[src/hdl/timer_async_pkg.sv]
// Purpose: Constants for the asynchronous 8-bit timer control block
// Assumes: APB with 32-bit data, each register index times four is its address
// Notes: Register indices are kept as printed; byte address is index * 4
package timer_async_pkg;
  // ==========================================================================
  // Register indices
  localparam logic [9:0] ASYNC_CLOCK_STATUS_IDX = 10'h0_B6;
  localparam logic [9:0] CONTROL_REG_A_IDX = 10'h0_B0;
  localparam logic [9:0] CONTROL_REG_B_IDX = 10'h0_B1;
  localparam logic [9:0] COUNTER_VALUE_IDX = 10'h0_B2;
  localparam logic [9:0] COMPARE_VALUE_A_IDX = 10'h0_B3;
  localparam logic [9:0] COMPARE_VALUE_B_IDX = 10'h0_B4;
  localparam logic [9:0] TIMER_B_IRQ_MASK_IDX = 10'h0_70;
  localparam logic [9:0] TIMER_B_IRQ_FLAGS_IDX = 10'h0_37;
  localparam logic [9:0] GENERAL_TIMER_CONTROL_IDX = 10'h0_43;
  localparam logic [9:0] EVENT_STATUS_IDX = 10'h0_C0;
  localparam logic [9:0] EVENT_MASK_IDX = 10'h0_C1;
  // ==========================================================================
  // Field positions
  localparam int EXT_CLOCK_INPUT_EN_BIT = 6;
  localparam int ASYNC_CLOCK_SELECT_BIT = 5;
  localparam int BUSY_LSB = 0;
  localparam int OVERFLOW_BIT = 0;
  localparam int COMPARE_A_BIT = 1;
  localparam int COMPARE_B_BIT = 2;
  localparam int SYNC_HOLD_MODE_BIT = 7;
  localparam int ASYNC_PRESCALER_RESET_BIT = 1;
  localparam int SHARED_PRESCALER_RESET_BIT = 0;
  localparam int WGM2_BIT = 3;
  // Busy flag positions inside the five-bit busy field
  localparam int BUSY_CTRL_B = 0;
  localparam int BUSY_CTRL_A = 1;
  localparam int BUSY_CMP_B = 2;
  localparam int BUSY_CMP_A = 3;
  localparam int BUSY_COUNTER = 4;
  // ==========================================================================
  // Reset values and constants
  localparam logic [7:0] REG_RESET = 8'h00;
  localparam logic [7:0] COUNT_MAX = 8'hFF;
  localparam logic [7:0] COUNT_BOTTOM = 8'h00;
  localparam logic [7:0] CTRL_A_MASK = 8'hF3;
  localparam logic [7:0] CTRL_B_MASK = 8'h0F;
  // ==========================================================================
  // Waveform modes
  typedef enum logic [2:0] {
    MODE_NORMAL = 3'b000,
    MODE_PC_FF = 3'b001,
    MODE_CTC = 3'b010,
    MODE_FAST_FF = 3'b011,
    MODE_RSVD_4 = 3'b100,
    MODE_PC_CMP = 3'b101,
    MODE_RSVD_6 = 3'b110,
    MODE_FAST_CMP = 3'b111
  } wave_mode_type;
endpackage : timer_async_pkg
[src/hdl/timer_async_ctrl.sv]
// Purpose: Clock select, update-busy, interrupt flags and prescaler resets
//   of an 8-bit timer, with a small counter core, behind an APB slave
// Assumes: The timer oscillator pin is sampled on pclk, well below its rate
// Notes: One state struct, APB slave answers after one wait state
//
// Added by the designer: the APB register port.
`timescale 1ns/1ps
`default_nettype none
module timer_async_ctrl
  import timer_async_pkg::*;
(
  input wire logic pclk,
  input wire logic presetn,
  input wire logic psel,
  input wire logic penable,
  input wire logic pwrite,
  input wire logic [11:0] paddr,
  input wire logic [31:0] pwdata,
  output logic [31:0] prdata,
  output logic pready,
  output logic pslverr,
  input wire logic timer_osc_input_pin,
  input wire logic global_irq_en,
  input wire logic [2:0] vector_ack,
  output logic [2:0] irq_req,
  output logic irq,
  output logic ext_buf_en,
  output logic xtal_en,
  output logic shared_prescaler_rst
);
  // ==========================================================================
  // State
  typedef struct packed {
    logic ext_en;
    logic async_sel;
    logic [4:0] busy;
    logic [7:0] counter;
    logic [7:0] cnt_tmp;
    logic [7:0] cmp_a;
    logic [7:0] cmp_a_tmp;
    logic [7:0] cmp_b;
    logic [7:0] cmp_b_tmp;
    logic [7:0] ctl_a;
    logic [7:0] ctl_a_tmp;
    logic [7:0] ctl_b;
    logic [7:0] ctl_b_tmp;
    logic [2:0] irq_en;
    logic [2:0] flags;
    logic sync_hold_mode;
    logic psr_async;
    logic psr_sync;
    logic [9:0] prescale;
    logic count_down;
    logic match_block;
    logic osc_s1;
    logic osc_s2;
    logic osc_s3;
    logic [2:0] evt;
    logic [2:0] evt_mask;
    logic [31:0] prdata;
    logic pready;
    logic pslverr;
    logic [2:0] irq_req;
    logic irq;
    logic ext_buf_en;
    logic xtal_en;
  } state_type;

  state_type state_reg;
  state_type state_next;

  // ==========================================================================
  // Helpers
  function automatic logic div_tick(input logic [2:0] cs,
                                    input logic [9:0] pre);
    unique case (cs)
      3'b000: div_tick = 1'b0;
      3'b001: div_tick = 1'b1;
      3'b010: div_tick = &pre[2:0];
      3'b011: div_tick = &pre[4:0];
      3'b100: div_tick = &pre[5:0];
      3'b101: div_tick = &pre[6:0];
      3'b110: div_tick = &pre[7:0];
      3'b111: div_tick = &pre[9:0];
    endcase
  endfunction : div_tick

  function automatic logic hit(input logic [11:0] addr,
                               input logic [9:0] idx);
    hit = (addr[11:2] == idx) && (addr[1:0] == 2'b00);
  endfunction : hit

  logic access;
  logic wr_done;
  logic rd_done;
  logic src_tick;
  logic cnt_tick;
  logic async_wr;
  logic mapped;
  logic [7:0] wbyte;
  logic [7:0] top;
  logic [7:0] rd_byte;
  logic [2:0] set_evt;
  logic [2:0] w1c;
  wave_mode_type mode;

  // ==========================================================================
  // Next state
  always_comb begin
    state_next = state_reg;
    access = psel && penable;
    wr_done = access && state_reg.pready && pwrite;
    rd_done = access && state_reg.pready && !pwrite;
    wbyte = pwdata[7:0];
    async_wr = wr_done && state_reg.async_sel;
    mode = wave_mode_type'({state_reg.ctl_b[WGM2_BIT], state_reg.ctl_a[1:0]});
    set_evt = 3'b000;
    w1c = 3'b000;

    state_next.osc_s1 = timer_osc_input_pin;
    state_next.osc_s2 = state_reg.osc_s1;
    state_next.osc_s3 = state_reg.osc_s2;

    src_tick = state_reg.async_sel ? (state_reg.osc_s2 && !state_reg.osc_s3)
                                   : 1'b1;
    cnt_tick = src_tick && !state_reg.psr_async &&
               div_tick(state_reg.ctl_b[2:0], state_reg.prescale);

    // Prescaler, held while its reset bit stands
    if (state_reg.psr_async) begin
      state_next.prescale = 10'h000;
    end else if (src_tick) begin
      state_next.prescale = state_reg.prescale + 10'h001;
    end

    top = (mode == MODE_CTC || mode == MODE_PC_CMP || mode == MODE_FAST_CMP)
          ? state_reg.cmp_a : COUNT_MAX;

    // Counter core
    if (cnt_tick) begin
      state_next.match_block = 1'b0;
      if (!state_reg.match_block) begin
        if (state_reg.counter == state_reg.cmp_a) begin
          set_evt[COMPARE_A_BIT] = 1'b1;
        end
        if (state_reg.counter == state_reg.cmp_b) begin
          set_evt[COMPARE_B_BIT] = 1'b1;
        end
      end
      unique case (mode)
        MODE_PC_FF, MODE_PC_CMP: begin
          if (!state_reg.count_down) begin
            if (state_reg.counter >= top) begin
              state_next.count_down = 1'b1;
              state_next.counter = state_reg.counter - 8'h01;
            end else begin
              state_next.counter = state_reg.counter + 8'h01;
            end
          end else if (state_reg.counter == COUNT_BOTTOM) begin
            set_evt[OVERFLOW_BIT] = 1'b1;
            state_next.count_down = 1'b0;
            state_next.counter = state_reg.counter + 8'h01;
          end else begin
            state_next.counter = state_reg.counter - 8'h01;
          end
        end
        default: begin
          state_next.count_down = 1'b0;
          if (state_reg.counter == top) begin
            state_next.counter = COUNT_BOTTOM;
            if (mode != MODE_CTC || top == COUNT_MAX) begin
              set_evt[OVERFLOW_BIT] = 1'b1;
            end
          end else begin
            state_next.counter = state_reg.counter + 8'h01;
          end
        end
      endcase
    end

    // holding registers move over on an oscillator edge
    if (state_reg.async_sel && src_tick) begin
      if (state_reg.busy[BUSY_COUNTER]) begin
        state_next.counter = state_reg.cnt_tmp;
        state_next.match_block = 1'b1;
      end
      state_next.cmp_a = state_reg.cmp_a_tmp;
      state_next.cmp_b = state_reg.cmp_b_tmp;
      state_next.ctl_a = state_reg.ctl_a_tmp;
      state_next.ctl_b = state_reg.ctl_b_tmp;
      state_next.busy = 5'b00000;
    end
    if (!state_reg.async_sel) begin
      state_next.busy = 5'b00000;
    end

    w1c = vector_ack;

    // async prescaler reset completes on source edge
    if (state_reg.psr_async && !state_reg.sync_hold_mode && src_tick) begin
      state_next.psr_async = 1'b0;
    end
    // shared reset is a one-cycle pulse outside sync mode
    if (state_reg.psr_sync && !state_reg.sync_hold_mode) begin
      state_next.psr_sync = 1'b0;
    end

    // ========================================================================
    // APB slave: two-cycle access, pready from a flop
    mapped = hit(paddr, ASYNC_CLOCK_STATUS_IDX) ||
             hit(paddr, CONTROL_REG_A_IDX) || hit(paddr, CONTROL_REG_B_IDX) ||
             hit(paddr, COUNTER_VALUE_IDX) || hit(paddr, COMPARE_VALUE_A_IDX) ||
             hit(paddr, COMPARE_VALUE_B_IDX) ||
             hit(paddr, TIMER_B_IRQ_MASK_IDX) ||
             hit(paddr, TIMER_B_IRQ_FLAGS_IDX) ||
             hit(paddr, GENERAL_TIMER_CONTROL_IDX) ||
             hit(paddr, EVENT_STATUS_IDX) || hit(paddr, EVENT_MASK_IDX);
    rd_byte = 8'h00;
    if (hit(paddr, ASYNC_CLOCK_STATUS_IDX)) begin
      rd_byte = {1'b0, state_reg.ext_en, state_reg.async_sel, state_reg.busy};
    end
    // live counter, holding copies for compare and control registers
    if (hit(paddr, COUNTER_VALUE_IDX)) begin
      rd_byte = state_reg.counter;
    end
    if (hit(paddr, COMPARE_VALUE_A_IDX)) begin
      rd_byte = state_reg.cmp_a_tmp;
    end
    if (hit(paddr, COMPARE_VALUE_B_IDX)) begin
      rd_byte = state_reg.cmp_b_tmp;
    end
    if (hit(paddr, CONTROL_REG_A_IDX)) begin
      rd_byte = state_reg.ctl_a_tmp;
    end
    if (hit(paddr, CONTROL_REG_B_IDX)) begin
      rd_byte = state_reg.ctl_b_tmp;
    end
    if (hit(paddr, TIMER_B_IRQ_MASK_IDX)) begin
      rd_byte = {5'b00000, state_reg.irq_en};
    end
    if (hit(paddr, TIMER_B_IRQ_FLAGS_IDX)) begin
      rd_byte = {5'b00000, state_reg.flags};
    end
    if (hit(paddr, GENERAL_TIMER_CONTROL_IDX)) begin
      rd_byte = {state_reg.sync_hold_mode, 5'b00000, state_reg.psr_async,
                 state_reg.psr_sync};
    end
    if (hit(paddr, EVENT_STATUS_IDX)) begin
      rd_byte = {5'b00000, state_reg.evt};
    end
    if (hit(paddr, EVENT_MASK_IDX)) begin
      rd_byte = {5'b00000, state_reg.evt_mask};
    end

    state_next.pready = access && !state_reg.pready;
    if (access && !state_reg.pready) begin
      state_next.pslverr = !mapped;
      state_next.prdata = pwrite ? 32'h0000_0000 : {24'h00_0000, rd_byte};
    end

    // Reading the event register clears it; new events still land below
    if (rd_done && hit(paddr, EVENT_STATUS_IDX)) begin
      state_next.evt = 3'b000;
    end

    if (wr_done) begin
      if (hit(paddr, ASYNC_CLOCK_STATUS_IDX)) begin
        state_next.ext_en = wbyte[EXT_CLOCK_INPUT_EN_BIT];
        // source change leaves timer registers as they stand
        state_next.async_sel = wbyte[ASYNC_CLOCK_SELECT_BIT];
      end
      // writes land in holding registers and raise busy only with the async clock selected
      if (hit(paddr, COUNTER_VALUE_IDX)) begin
        state_next.cnt_tmp = wbyte;
        state_next.busy[BUSY_COUNTER] = async_wr;
        if (!state_reg.async_sel) begin
          state_next.counter = wbyte;
          state_next.match_block = 1'b1;
        end
      end
      if (hit(paddr, COMPARE_VALUE_A_IDX)) begin
        state_next.cmp_a_tmp = wbyte;
        state_next.busy[BUSY_CMP_A] = async_wr;
      end
      if (hit(paddr, COMPARE_VALUE_B_IDX)) begin
        state_next.cmp_b_tmp = wbyte;
        state_next.busy[BUSY_CMP_B] = async_wr;
      end
      if (hit(paddr, CONTROL_REG_A_IDX)) begin
        state_next.ctl_a_tmp = wbyte & CTRL_A_MASK;
        state_next.busy[BUSY_CTRL_A] = async_wr;
      end
      if (hit(paddr, CONTROL_REG_B_IDX)) begin
        state_next.ctl_b_tmp = wbyte & CTRL_B_MASK;
        state_next.busy[BUSY_CTRL_B] = async_wr;
      end
      if (hit(paddr, TIMER_B_IRQ_MASK_IDX)) begin
        state_next.irq_en = wbyte[2:0];
      end
      if (hit(paddr, TIMER_B_IRQ_FLAGS_IDX)) begin
        w1c = w1c | wbyte[2:0];
      end
      if (hit(paddr, EVENT_MASK_IDX)) begin
        state_next.evt_mask = wbyte[2:0];
      end
      if (hit(paddr, GENERAL_TIMER_CONTROL_IDX)) begin
        state_next.sync_hold_mode = wbyte[SYNC_HOLD_MODE_BIT];
        if (wbyte[ASYNC_PRESCALER_RESET_BIT]) begin
          state_next.psr_async = 1'b1;
        end
        if (wbyte[SHARED_PRESCALER_RESET_BIT]) begin
          state_next.psr_sync = 1'b1;
        end
        // leaving sync mode releases both resets together
        if (!wbyte[SYNC_HOLD_MODE_BIT] && state_reg.sync_hold_mode) begin
          state_next.psr_async = 1'b0;
          state_next.psr_sync = 1'b0;
        end
      end
    end

    // Sync-clocked prescaler reset finishes at once
    if (!state_reg.async_sel && !state_next.sync_hold_mode && state_reg.psr_async) begin
      state_next.psr_async = 1'b0;
    end

    // Non-async writes update live copies straight away
    if (!state_reg.async_sel) begin
      state_next.cmp_a = state_next.cmp_a_tmp;
      state_next.cmp_b = state_next.cmp_b_tmp;
      state_next.ctl_a = state_next.ctl_a_tmp;
      state_next.ctl_b = state_next.ctl_b_tmp;
    end

    // Set wins over any clear in the same cycle
    state_next.flags = (state_reg.flags & ~w1c) | set_evt;
    state_next.evt = state_next.evt | set_evt;

    // request gated by enable, global bit and flag
    state_next.irq_req = state_next.flags & state_next.irq_en &
                         {3{global_irq_en}};
    state_next.irq = |(state_next.evt & state_next.evt_mask);

    state_next.ext_buf_en = state_next.ext_en && state_next.async_sel;
    state_next.xtal_en = !state_next.ext_en && state_next.async_sel;
  end

  // ==========================================================================
  // Registers
  always_ff @(posedge pclk or negedge presetn) begin
    if (!presetn) begin
      state_reg <= '0;
    end else begin
      state_reg <= state_next;
    end
  end

  assign prdata = state_reg.prdata;
  assign pready = state_reg.pready;
  assign pslverr = state_reg.pslverr;
  assign irq_req = state_reg.irq_req;
  assign irq = state_reg.irq;
  assign ext_buf_en = state_reg.ext_buf_en;
  assign xtal_en = state_reg.xtal_en;
  assign shared_prescaler_rst = state_reg.psr_sync;
endmodule : timer_async_ctrl
`default_nettype wire

[config.mk]
export PLATFORM = sky130hd
export DESIGN_NAME = timer_async_ctrl
export DESIGN_NICKNAME = d
export VERILOG_FILES = /design/src/hdl/timer_async_pkg.sv /design/src/hdl/timer_async_ctrl.sv
export SDC_FILE = /design/constraint.sdc
export NUM_CORES = 1
export LEC_CHECK = 0
export CORE_MARGIN = 2
export CORE_UTILIZATION = 50
export DETAILED_ROUTE_END_ITERATION = 8
export DONT_BUFFER_PORTS = 1
export GPL_ROUTABILITY_DRIVEN = 0
export HOLD_SLACK_MARGIN = 0.03
export PLACE_DENSITY = 0.66
export SYNTH_ARGS = -nofsm -noshare
export SYNTH_HDL_FRONTEND = slang
export SYNTH_SLANG_ARGS = --single-unit
[constraint.sdc]
create_clock -name pclk -period 3.7 [get_ports pclk]
set_clock_uncertainty 0.2 [all_clocks]
set_input_delay 0.37 -clock pclk [delete_from_list [all_inputs] [get_ports pclk]]
set_output_delay 0.37 -clock pclk [all_outputs]
set_load 0.005 [all_outputs]
Word level (Yosys, flattened, before mapping)
Index checks and enable logic that the tools add are counted.
{"block": "classes", "addsub": 3, "n_lt_le_gt_ge": 1, "eq_ne": 28, "n_mux": 84, "bitwise": 8, "reduce_logical": 66}
{"cell": "$mux W8", "count": 31}
{"cell": "$eq A10 B8 Y1 const B", "count": 8}
{"cell": "$logic_and A1 B1 Y1", "count": 30}
{"cell": "$mux W1", "count": 28}
{"cell": "$mux W3", "count": 9}
{"cell": "$eq A8 B8 Y1", "count": 3}
{"cell": "$mux W23", "count": 1}
{"cell": "$eq A10 B7 Y1 const B", "count": 2}
{"cell": "$mux W10", "count": 2}
{"cell": "$eq A3 B3 Y1 const B", "count": 6}
{"cell": "$mux W16", "count": 1}
{"cell": "$logic_or A1 B1 Y1", "count": 13}
{"cell": "$mux W13", "count": 1}
{"cell": "$and A3 B3 Y3", "count": 4}
{"cell": "$mux W11", "count": 1}
{"cell": "$add A10 B1 Y10 const B", "count": 1}
{"cell": "$eq A10 B6 Y1 const B", "count": 1}
{"cell": "$logic_not A1 Y1", "count": 10}
{"cell": "$mux W2", "count": 5}
{"cell": "$reduce_and A10 Y1", "count": 1}
{"cell": "$eq A3 B2 Y1 const B", "count": 3}
{"cell": "$or A3 B3 Y3", "count": 3}
{"cell": "$add A8 B1 Y8 const B", "count": 1}
{"cell": "$eq A8 B8 Y1 const B", "count": 1}
{"cell": "22 further kinds", "count": 24}
{"block": "word_totals", "regBits": 147, "inputBits": 54, "word_cells": 223}

Longest topological paths before layout
Gate-level depths: netlist (run 1).
{"block": "depth", "ltp_word": 16, "ltp_mapped": 11}

Least setup slack after synthesis (run 1)
No wires, ideal clock.
{"block": "synth_timing", "path_type": "reg2reg", "startpoint": "reg state_reg (netlist bit mode[0])", "endpoint": "reg state_reg[145] (netlist bit)", "setup_ns": 0.082, "arrival_ns": 2.839, "required_ns": 3.418, "slack_ns": 0.580, "path_stages_with_launch": 12, "n_path_buf": 0, "cell_sequence": "dfrtp_1 -> nor3b_1 -> a21oi_1 -> or2_2 -> ha_1 -> nand2b_1 -> a2111oi_0 -> o31ai_1 -> a31oi_1 -> a21oi_1 -> or3_1 -> a31oi_1"}
{"element": "start, declared", "line": "timer_async_ctrl.sv:69", "source": "state_type state_reg;"}
{"element": "start signal, assigned", "line": "timer_async_ctrl.sv:354", "source": "state_reg <= state_next;"}

==> tab_implementation.tex, run 1 <==
\begin{tabular}{lr}
\hline
Metric & Value \\
\hline
\multicolumn{2}{l}{\textbf{Global route}} \\
Number of global-route vias before repair & 5,706 \\
Pin count of the biggest net entering global routing & 118 \\
Remaining global-route overflow & 0 \\
GRT Overall Usage & between 20\% and 30\% \\
Wire length of the first global-routing pass & between 30,000 and 40,000 um \\
Initial antenna violation count & 0 \\
\multicolumn{2}{l}{\textbf{STA}} \\
Number of hold-slack violations in the final timing report & 0 \\
Slew of the pin with the lowest slew margin & $\sim$0.84 ns \\
Min Clock Period, post-route & between 3 and 4 ns \\
Final max-slew violation count & 0 \\
Final TNS setup & 0 ns \\
Max Fclk & a little under 300 MHz \\
Share of the cycle needed by the critical path after routing & slightly above 90\% \\
Unrepaired setup endpoints after global routing & false \\
Worst slew margin relative to its limit & 43.6\% \\
Setup-violating endpoint count in the final report & 0 \\
Final worst-path setup slack & 0.296 ns \\
\multicolumn{2}{l}{\textbf{Worst setup path}} \\
Worst Setup Path Type & reg -> reg \\
Crit Reg-Reg Startpoint & mode[2] \\
Critical path startpoint category & register \\
Worst endpoint required time & 3.85 ns \\
Type of element capturing the critical path & register \\
Top fanout value on the critical path & 4 \\
Crit path arrival time & 3.55 ns \\
Worst setup path start & mode[2] \\
\multicolumn{2}{l}{\textbf{CTS}} \\
Clock tree root driver cell & clkbuf\_16 \\
Clock transition at path regs & 0.06 ns \\
Clk sink count & 117 \\
TritonCTS clock tree & yes \\
Number of buffers inserted during clock tree synthesis & 17 \\
H-tree depth reported by CTS & 4 \\
Clock latency on the worst-skew pair & 0.43 ns \\
Maximum buffer depth of the clock tree & 2 \\
Number of setup buffers added after CTS & 0 \\
\multicolumn{2}{l}{\textbf{Place}} \\
Dpl ws & 0.346 ns \\
Total half-perimeter wirelength after legalization and detailed placement & 13,400 um \\
Port Buffer Count & 0 \\
\multicolumn{2}{l}{\textbf{Synth}} \\
Main synth FF type & dfrtp\_1 \\
Cells after Synth & between 700 and 800 \\
Register bit count reported by yosys & approximately 120 \\
Portion of the post-synthesis area used by sequential elements & between 40\% and 50\% \\
Avg Synthesized Cell Area & 9.06 um2 \\
Cell area after synthesis & 0.00678 mm2 \\
Yosys cell types & just under 70 \\
Asr flop ratio synth & 100\% \\
Post-synth EDFFs & 0 \\
Synthesis Warnings & 0 \\
\multicolumn{2}{l}{\textbf{Layout}} \\
Net count of the finished layout & about 820 \\
Relative area change from synthesis to final layout & 12.2\% \\
Layout fillers & between 1,000 and 1,500 \\
Largest register FFs & 95 \\
Fraction of layout instances using a drive strength above 1 & 13.4\% \\
Storage element area & 0.00293 mm2 \\
Multi-input combinational cell area & between 0.003 and 0.004 mm2 \\
Number of inserted diodes & 0 \\
\multicolumn{2}{l}{\textbf{Route}} \\
Initial DRT Pass Iterations & 5 \\
Count of antenna-violating nets left after detailed routing & 0 \\
Ratio of routed vias to standard cells & 6.16 \\
Detailed-route wire length per cell & 20.6 um \\
Aggregate routed wire length & 19,500 um \\
\# DRC & 0 \\
Routed via count & 5,811 \\
Number of DRC violations after detailed-routing iteration 0 & 655 \\
\multicolumn{2}{l}{\textbf{Run status}} \\
Outcome & complete, no violations \\
\multicolumn{2}{l}{\textbf{Pwr}} \\
Worst vdd rail ir drop & 0.000347 V \\
Reported leakage power & approximately 3.4 nW \\
Ratio of total power to cell area & 422 mW/mm2 \\
\multicolumn{2}{l}{\textbf{Die}} \\
Initial Util & 51.2\% \\
I/O pins & 95 \\
Placeable core area & $\sim$0.013 mm2 \\
Overall die width & 120 um \\
Die outline area & 0.0145 mm2 \\
Overall die height & 120 um \\
Core Rows & 42 \\
\multicolumn{2}{l}{\textbf{Job}} \\
Max-cap check violation count & 0 \\
\multicolumn{2}{l}{\textbf{Min path}} \\
Worst Min Path Start & pwdata[7] \\
Class of the most critical hold timing path & in -> reg \\
\hline
\end{tabular}
-- per-stage QoR --
stage               std cells  total power [mW]  area, um2  util (%)  hold slack, ns
floorplan                 771              1.48       6870         -          -0.126
global placement          894              1.47       6800      51.4          -0.124
detailed placement        894              1.48       6800      51.4          -0.123
CTS                       944              3.21       7610      57.4          0.0354
global route              944              3.30       7610      57.4          0.0407
finish                    944              3.21       7610      57.4          0.0312
-- final timing paths --
path / slack, ns / to / cells after the start
max in group asynchronous: 2.50 / state_reg[54] / 2
min in group asynchronous: 0.34 / state_next[47] / 2
setup reg to reg: 0.30 / state_reg[145] / 11
setup / recovery: 0.30 / state_reg[145] / 11
hold / removal: 0.03 / state_reg[149] / 2
hold reg to reg: 0.15 / state_next[46] / 0
-- report_power, final --
part / leakage (nW) / switching, mW / total [mW] / internal, mW
clock: 0.292 / 0.599 / 1.69 / 1.09
combinational: 1.54 / 0.109 / 0.171 / 0.0620
sequential: 1.58 / 0.0348 / 1.35 / 1.31
total: 3.41 / 0.744 / 3.21 / 2.47
-- routing by layer --
layer  vias up  share of wire (%)  global-route usage [%]
met4         0                3.3                    11.8
met5         -                  0                       0
met3        52                9.3                    7.88
li1       2638                  -                       -
met2       300                 46                    43.6
met1      2821                 41                    37.2
-- cell families after synthesis --
logic type      after synthesis  share of synthesized area (%)
compound gates              176                           17.1
xor+xnor                     26                           3.36
fa+ha+maj                    13                           2.40
buf+inv                      90                           7.25
flops                       117                           43.2
mux                          35                           5.81
other cells                   1                         0.0553
simple gates                290                           20.8
-- critical path, cell delays in order (launching register included) --
cell and delay, ns:
dfrtp_1 0.41, nor3b_1 0.24, a21oi_1 0.08, or2_2 0.28, ha_1 0.30, nand2b_1 0.16
a2111oi_0 0.55, o31ai_1 0.26, a31oi_1 0.27, a21oi_1 0.05, or3_1 0.34, a31oi_1 0.19
-- cell usage in the layout, fill, tap and decap left out, types with 8 or more instances in the layout --
master         Yosys  final
buf_4             35     17
xnor2_1           23     23
nand3_1           18     18
nor2b_1            8      8
nand4_1           17     17
inv_1             20     20
nor3_1            13     13
o21ai_0           28     28
nand2b_1           9      9
o22ai_1           16     16
mux2_2            35     35
ha_1              13     13
a21oi_1           41     41
nor2_1            73     73
a22oi_1           15     15
conb_1             1     24
dlygate4sd3_1      0     17
nand2_1          105    105
dfrtp_1          117    117
a31oi_1           15     15
clkbuf_16          0     17
-- cell type report --
class / count / share of cell area, %
clock inverter: 7 / 1.22
timing repair buffer: 35 / 4.28
multi-input combinational: 564 / 45.4
clock buffer: 25 / 6.78
inverter: 20 / 0.987
tap: 176 / 2.90
sequential: 117 / 38.5
-- repair_timing --
item | 4_1_cts | 5_1_grt
hold buffers | 18 | 0
hold endpoints to repair | 200 | 0
resized for setup | 0 | 0
-- synth_stat cells (5+ instances only) --
master	count	share of area, %
nand3_1	18	1.3
buf_4	35	3.9
a22oi_1	15	1.7
nand2b_1	9	0.83
o22ai_1	16	1.5
a31oi_1	15	1.4
clkbuf_1	26	1.4
o221ai_1	6	0.78
o21ai_0	28	2.1
mux2_2	35	5.8
a21oi_1	41	3.0
a21o_1	6	0.66
xnor2_1	23	3.0
nor2_1	73	4.0
buf_2	6	0.44
ha_1	13	2.4
and3_1	7	0.65
nand4_1	17	1.6
nor2b_1	8	0.74
nor4_1	5	0.46
nor3_1	13	0.96
o21a_1	6	0.66
o211ai_1	7	0.78
dfrtp_1	117	43
nand2_1	105	5.8
inv_1	20	1.1
No activity file was read; power rests on OpenSTA's default activity.
==> run 2, diff against run 1 <==
Settings changed: CORE_ASPECT_RATIO from default to 0.8.
Clock period 3.7 ns to 3.5 ns, I/O delays scaled along.
==> tab_implementation.tex, run 2 (synthesis results as in run 1) <==
\begin{tabular}{lr}
\hline
Metric & Value \\
\hline
\multicolumn{2}{l}{\textbf{Run status}} \\
Outcome & complete, no violations \\
\multicolumn{2}{l}{\textbf{Die}} \\
I/O pins & 95 (unchanged) \\
Initial Util & 50.6\% (-0.63 points) \\
Core Rows & 38 (-9.5\%) \\
Overall die width & 134 um (+11\%) \\
Die outline area & 0.0145 mm2 (about the same) \\
Placeable core area & 0.0134 mm2 (+1.2\%) \\
Overall die height & 108 um (-10\%) \\
\multicolumn{2}{l}{\textbf{Worst setup path}} \\
Top fanout value on the critical path & 9 (+5) \\
Crit path arrival time & 3.46 ns (-0.09 ns) \\
Worst endpoint required time & 3.63 ns (-0.22 ns) \\
Critical path startpoint category & register \\
Slowest stage cell, crit path & dfrtp\_1 \\
Type of element capturing the critical path & register \\
Longest individual stage delay on the worst path & 0.43 ns (-0.12 ns) \\
Sequence of cells on the critical path & nor3b\_2 > a21oi\_1 > or2\_2 > ha\_1 > nand2b\_1 > a2111oi\_2 > buf\_4 > o31a\_1 > nor3\_4 > a311oi\_1 > o21ai\_0 > a31oi\_1 \\
Worst Setup Path Type & reg -> reg \\
\multicolumn{2}{l}{\textbf{Pwr}} \\
Reported leakage power & 3.41 nW (about the same) \\
Worst vdd rail ir drop & 0.000410 V (+18\%) \\
Ratio of total power to cell area & 435 mW/mm2 (+3.1\%) \\
\multicolumn{2}{l}{\textbf{Global route}} \\
Number of global-route vias before repair & 5,525 (-3.2\%) \\
GRT Overall Usage & 27.5\% (-0.59 points) \\
Initial antenna violation count & 0 (unchanged) \\
Wire length of the first global-routing pass & 30,500 um (-1.6\%) \\
Remaining global-route overflow & 0 (unchanged) \\
Pin count of the biggest net entering global routing & 118 (unchanged) \\
\multicolumn{2}{l}{\textbf{Route}} \\
\# DRC & 0 (unchanged) \\
Aggregate routed wire length & 19,500 um (+0.34\%) \\
Routed via count & 5,965 (+2.7\%) \\
Initial DRT Pass Iterations & 6 (+1) \\
Ratio of routed vias to standard cells & 6.28 (+2.0\%) \\
Number of DRC violations after detailed-routing iteration 0 & 705 (+7.6\%) \\
Detailed-route wire length per cell & 20.5 um (-0.29\%) \\
Count of antenna-violating nets left after detailed routing & 0 (unchanged) \\
\multicolumn{2}{l}{\textbf{STA}} \\
Worst slew margin relative to its limit & 46.3\% (+2.7 points) \\
Slew of the pin with the lowest slew margin & 0.803 ns (-0.0379 ns) \\
Final TNS setup & 0 ns (unchanged) \\
Number of hold-slack violations in the final timing report & 0 (unchanged) \\
Share of the cycle needed by the critical path after routing & 94.9\% (+2.9 points) \\
Min Clock Period, post-route & 3.32 ns (-0.0826 ns) \\
Max Fclk & 301 MHz (+2.5\%) \\
Post-Route Hold Slack & 0.0407 ns (+0.00957 ns) \\
Final worst-path setup slack & 0.179 ns (-0.117 ns) \\
Final max-slew violation count & 0 (unchanged) \\
Setup-violating endpoint count in the final report & 0 (unchanged) \\
\multicolumn{2}{l}{\textbf{CTS}} \\
Clock latency on the worst-skew pair & 0.42 ns (about the same) \\
Maximum buffer depth of the clock tree & 2 (unchanged) \\
Number of buffers inserted during clock tree synthesis & 17 (unchanged) \\
Clk sink count & 117 (unchanged) \\
H-tree depth reported by CTS & 4 (unchanged) \\
TritonCTS clock tree & yes \\
Clock transition at path regs & 0.06 ns (about the same) \\
Clock tree root driver cell & clkbuf\_16 \\
\multicolumn{2}{l}{\textbf{Place}} \\
Port Buffer Count & 0 (unchanged) \\
Dpl ws & 0.0592 ns (-0.287 ns) \\
Total half-perimeter wirelength after legalization and detailed placement & 13,600 um (+2.0\%) \\
\multicolumn{2}{l}{\textbf{Layout}} \\
Fraction of layout instances using a drive strength above 1 & 14.3\% (+0.87 points) \\
Relative area change from synthesis to final layout & 12.3\% (about the same) \\
Net count of the finished layout & 824 (+0.24\%) \\
Largest register FFs & 95 (unchanged) \\
Number of inserted diodes & 0 (unchanged) \\
Leading cell types in the layout, fill and taps excluded & dfrtp\_1 (117), nand2\_1 (105), nor2\_1 (73), a21oi\_1 (41), mux2\_2 (35) \\
Most common cell after layout, fill and taps aside & dfrtp\_1 \\
\multicolumn{2}{l}{\textbf{Job}} \\
Max-cap check violation count & 0 (unchanged) \\
\multicolumn{2}{l}{\textbf{Min path}} \\
Class of the most critical hold timing path & in -> reg \\
\hline
\end{tabular}
-- run 2: power by group --
group / switching, mW / internal (mW) / total [mW]
combinational: 0.116 / 0.0658 / 0.182
clock: 0.659 / 1.05 / 1.71
sequential: 0.0357 / 1.39 / 1.42
total: 0.810 / 2.50 / 3.31
-- run 2: through the flow --
step	cells	total power, mW	utilization [%]	cell area [um2]
CTS	950	3.34	56.6	7590
finish	950	3.31	56.8	7610
floorplan	771	1.57	-	6870
global route	950	3.42	56.8	7610
global placement	901	1.56	50.9	6830
detailed placement	901	1.56	50.9	6830
-- run 2: area by class of cell --
class,instances,area [um2]
Fill cell,1163,5800
Clock inverter,15,155
Inverter,20,75.1
Timing Repair Buffer,37,338
Tap cell,180,225
Clock buffer,17,425
Multi-Input combinational cell,564,3460
Sequential cell,117,2930
-- run 2: final timing paths --
path	startpoint	slack [ns]	to	cells after the start
worst min register to register	state_next[47]	0.16	state_next[46]	0
worst min-delay path	paddr[2]	0.04	prdata[4]	3
worst max register to register	mode[0]	0.18	state_reg[147]	12
max in group asynchronous	presetn	2.27	state_reg[41]	2
min in group asynchronous	presetn	0.39	state_reg[114]	2
worst max-delay path	mode[0]	0.18	state_reg[147]	12
-- run 2: what timing repair did --
item	4_1_cts	5_1_grt
setup buffers	0	0
setup endpoints to repair	0	7
endpoints found under the hold margin	202	0
gates resized for setup	0	4
hold buffers	17	0
-- run 2: worst max-delay path: cells and delay by family, from the launching register on --
family	cells	cell delay, ns
flops	1	0.43
simple gates	4	0.78
compound gates	6	1.38
fa+ha+maj	1	0.28
buf+inv	1	0.18
-- run 2: layer usage --
| metal | global-route usage [%] | wire (um) | vias up |
|---|---|---|---|
| met4 | 8.72 | 459 | 0 |
| met3 | 8.67 | 1970 | 49 |
| li1 | - | - | 2647 |
| met2 | 39.3 | 8420 | 338 |
| met1 | 39.9 | 8680 | 2931 |
| met5 | 0 | 0 | - |
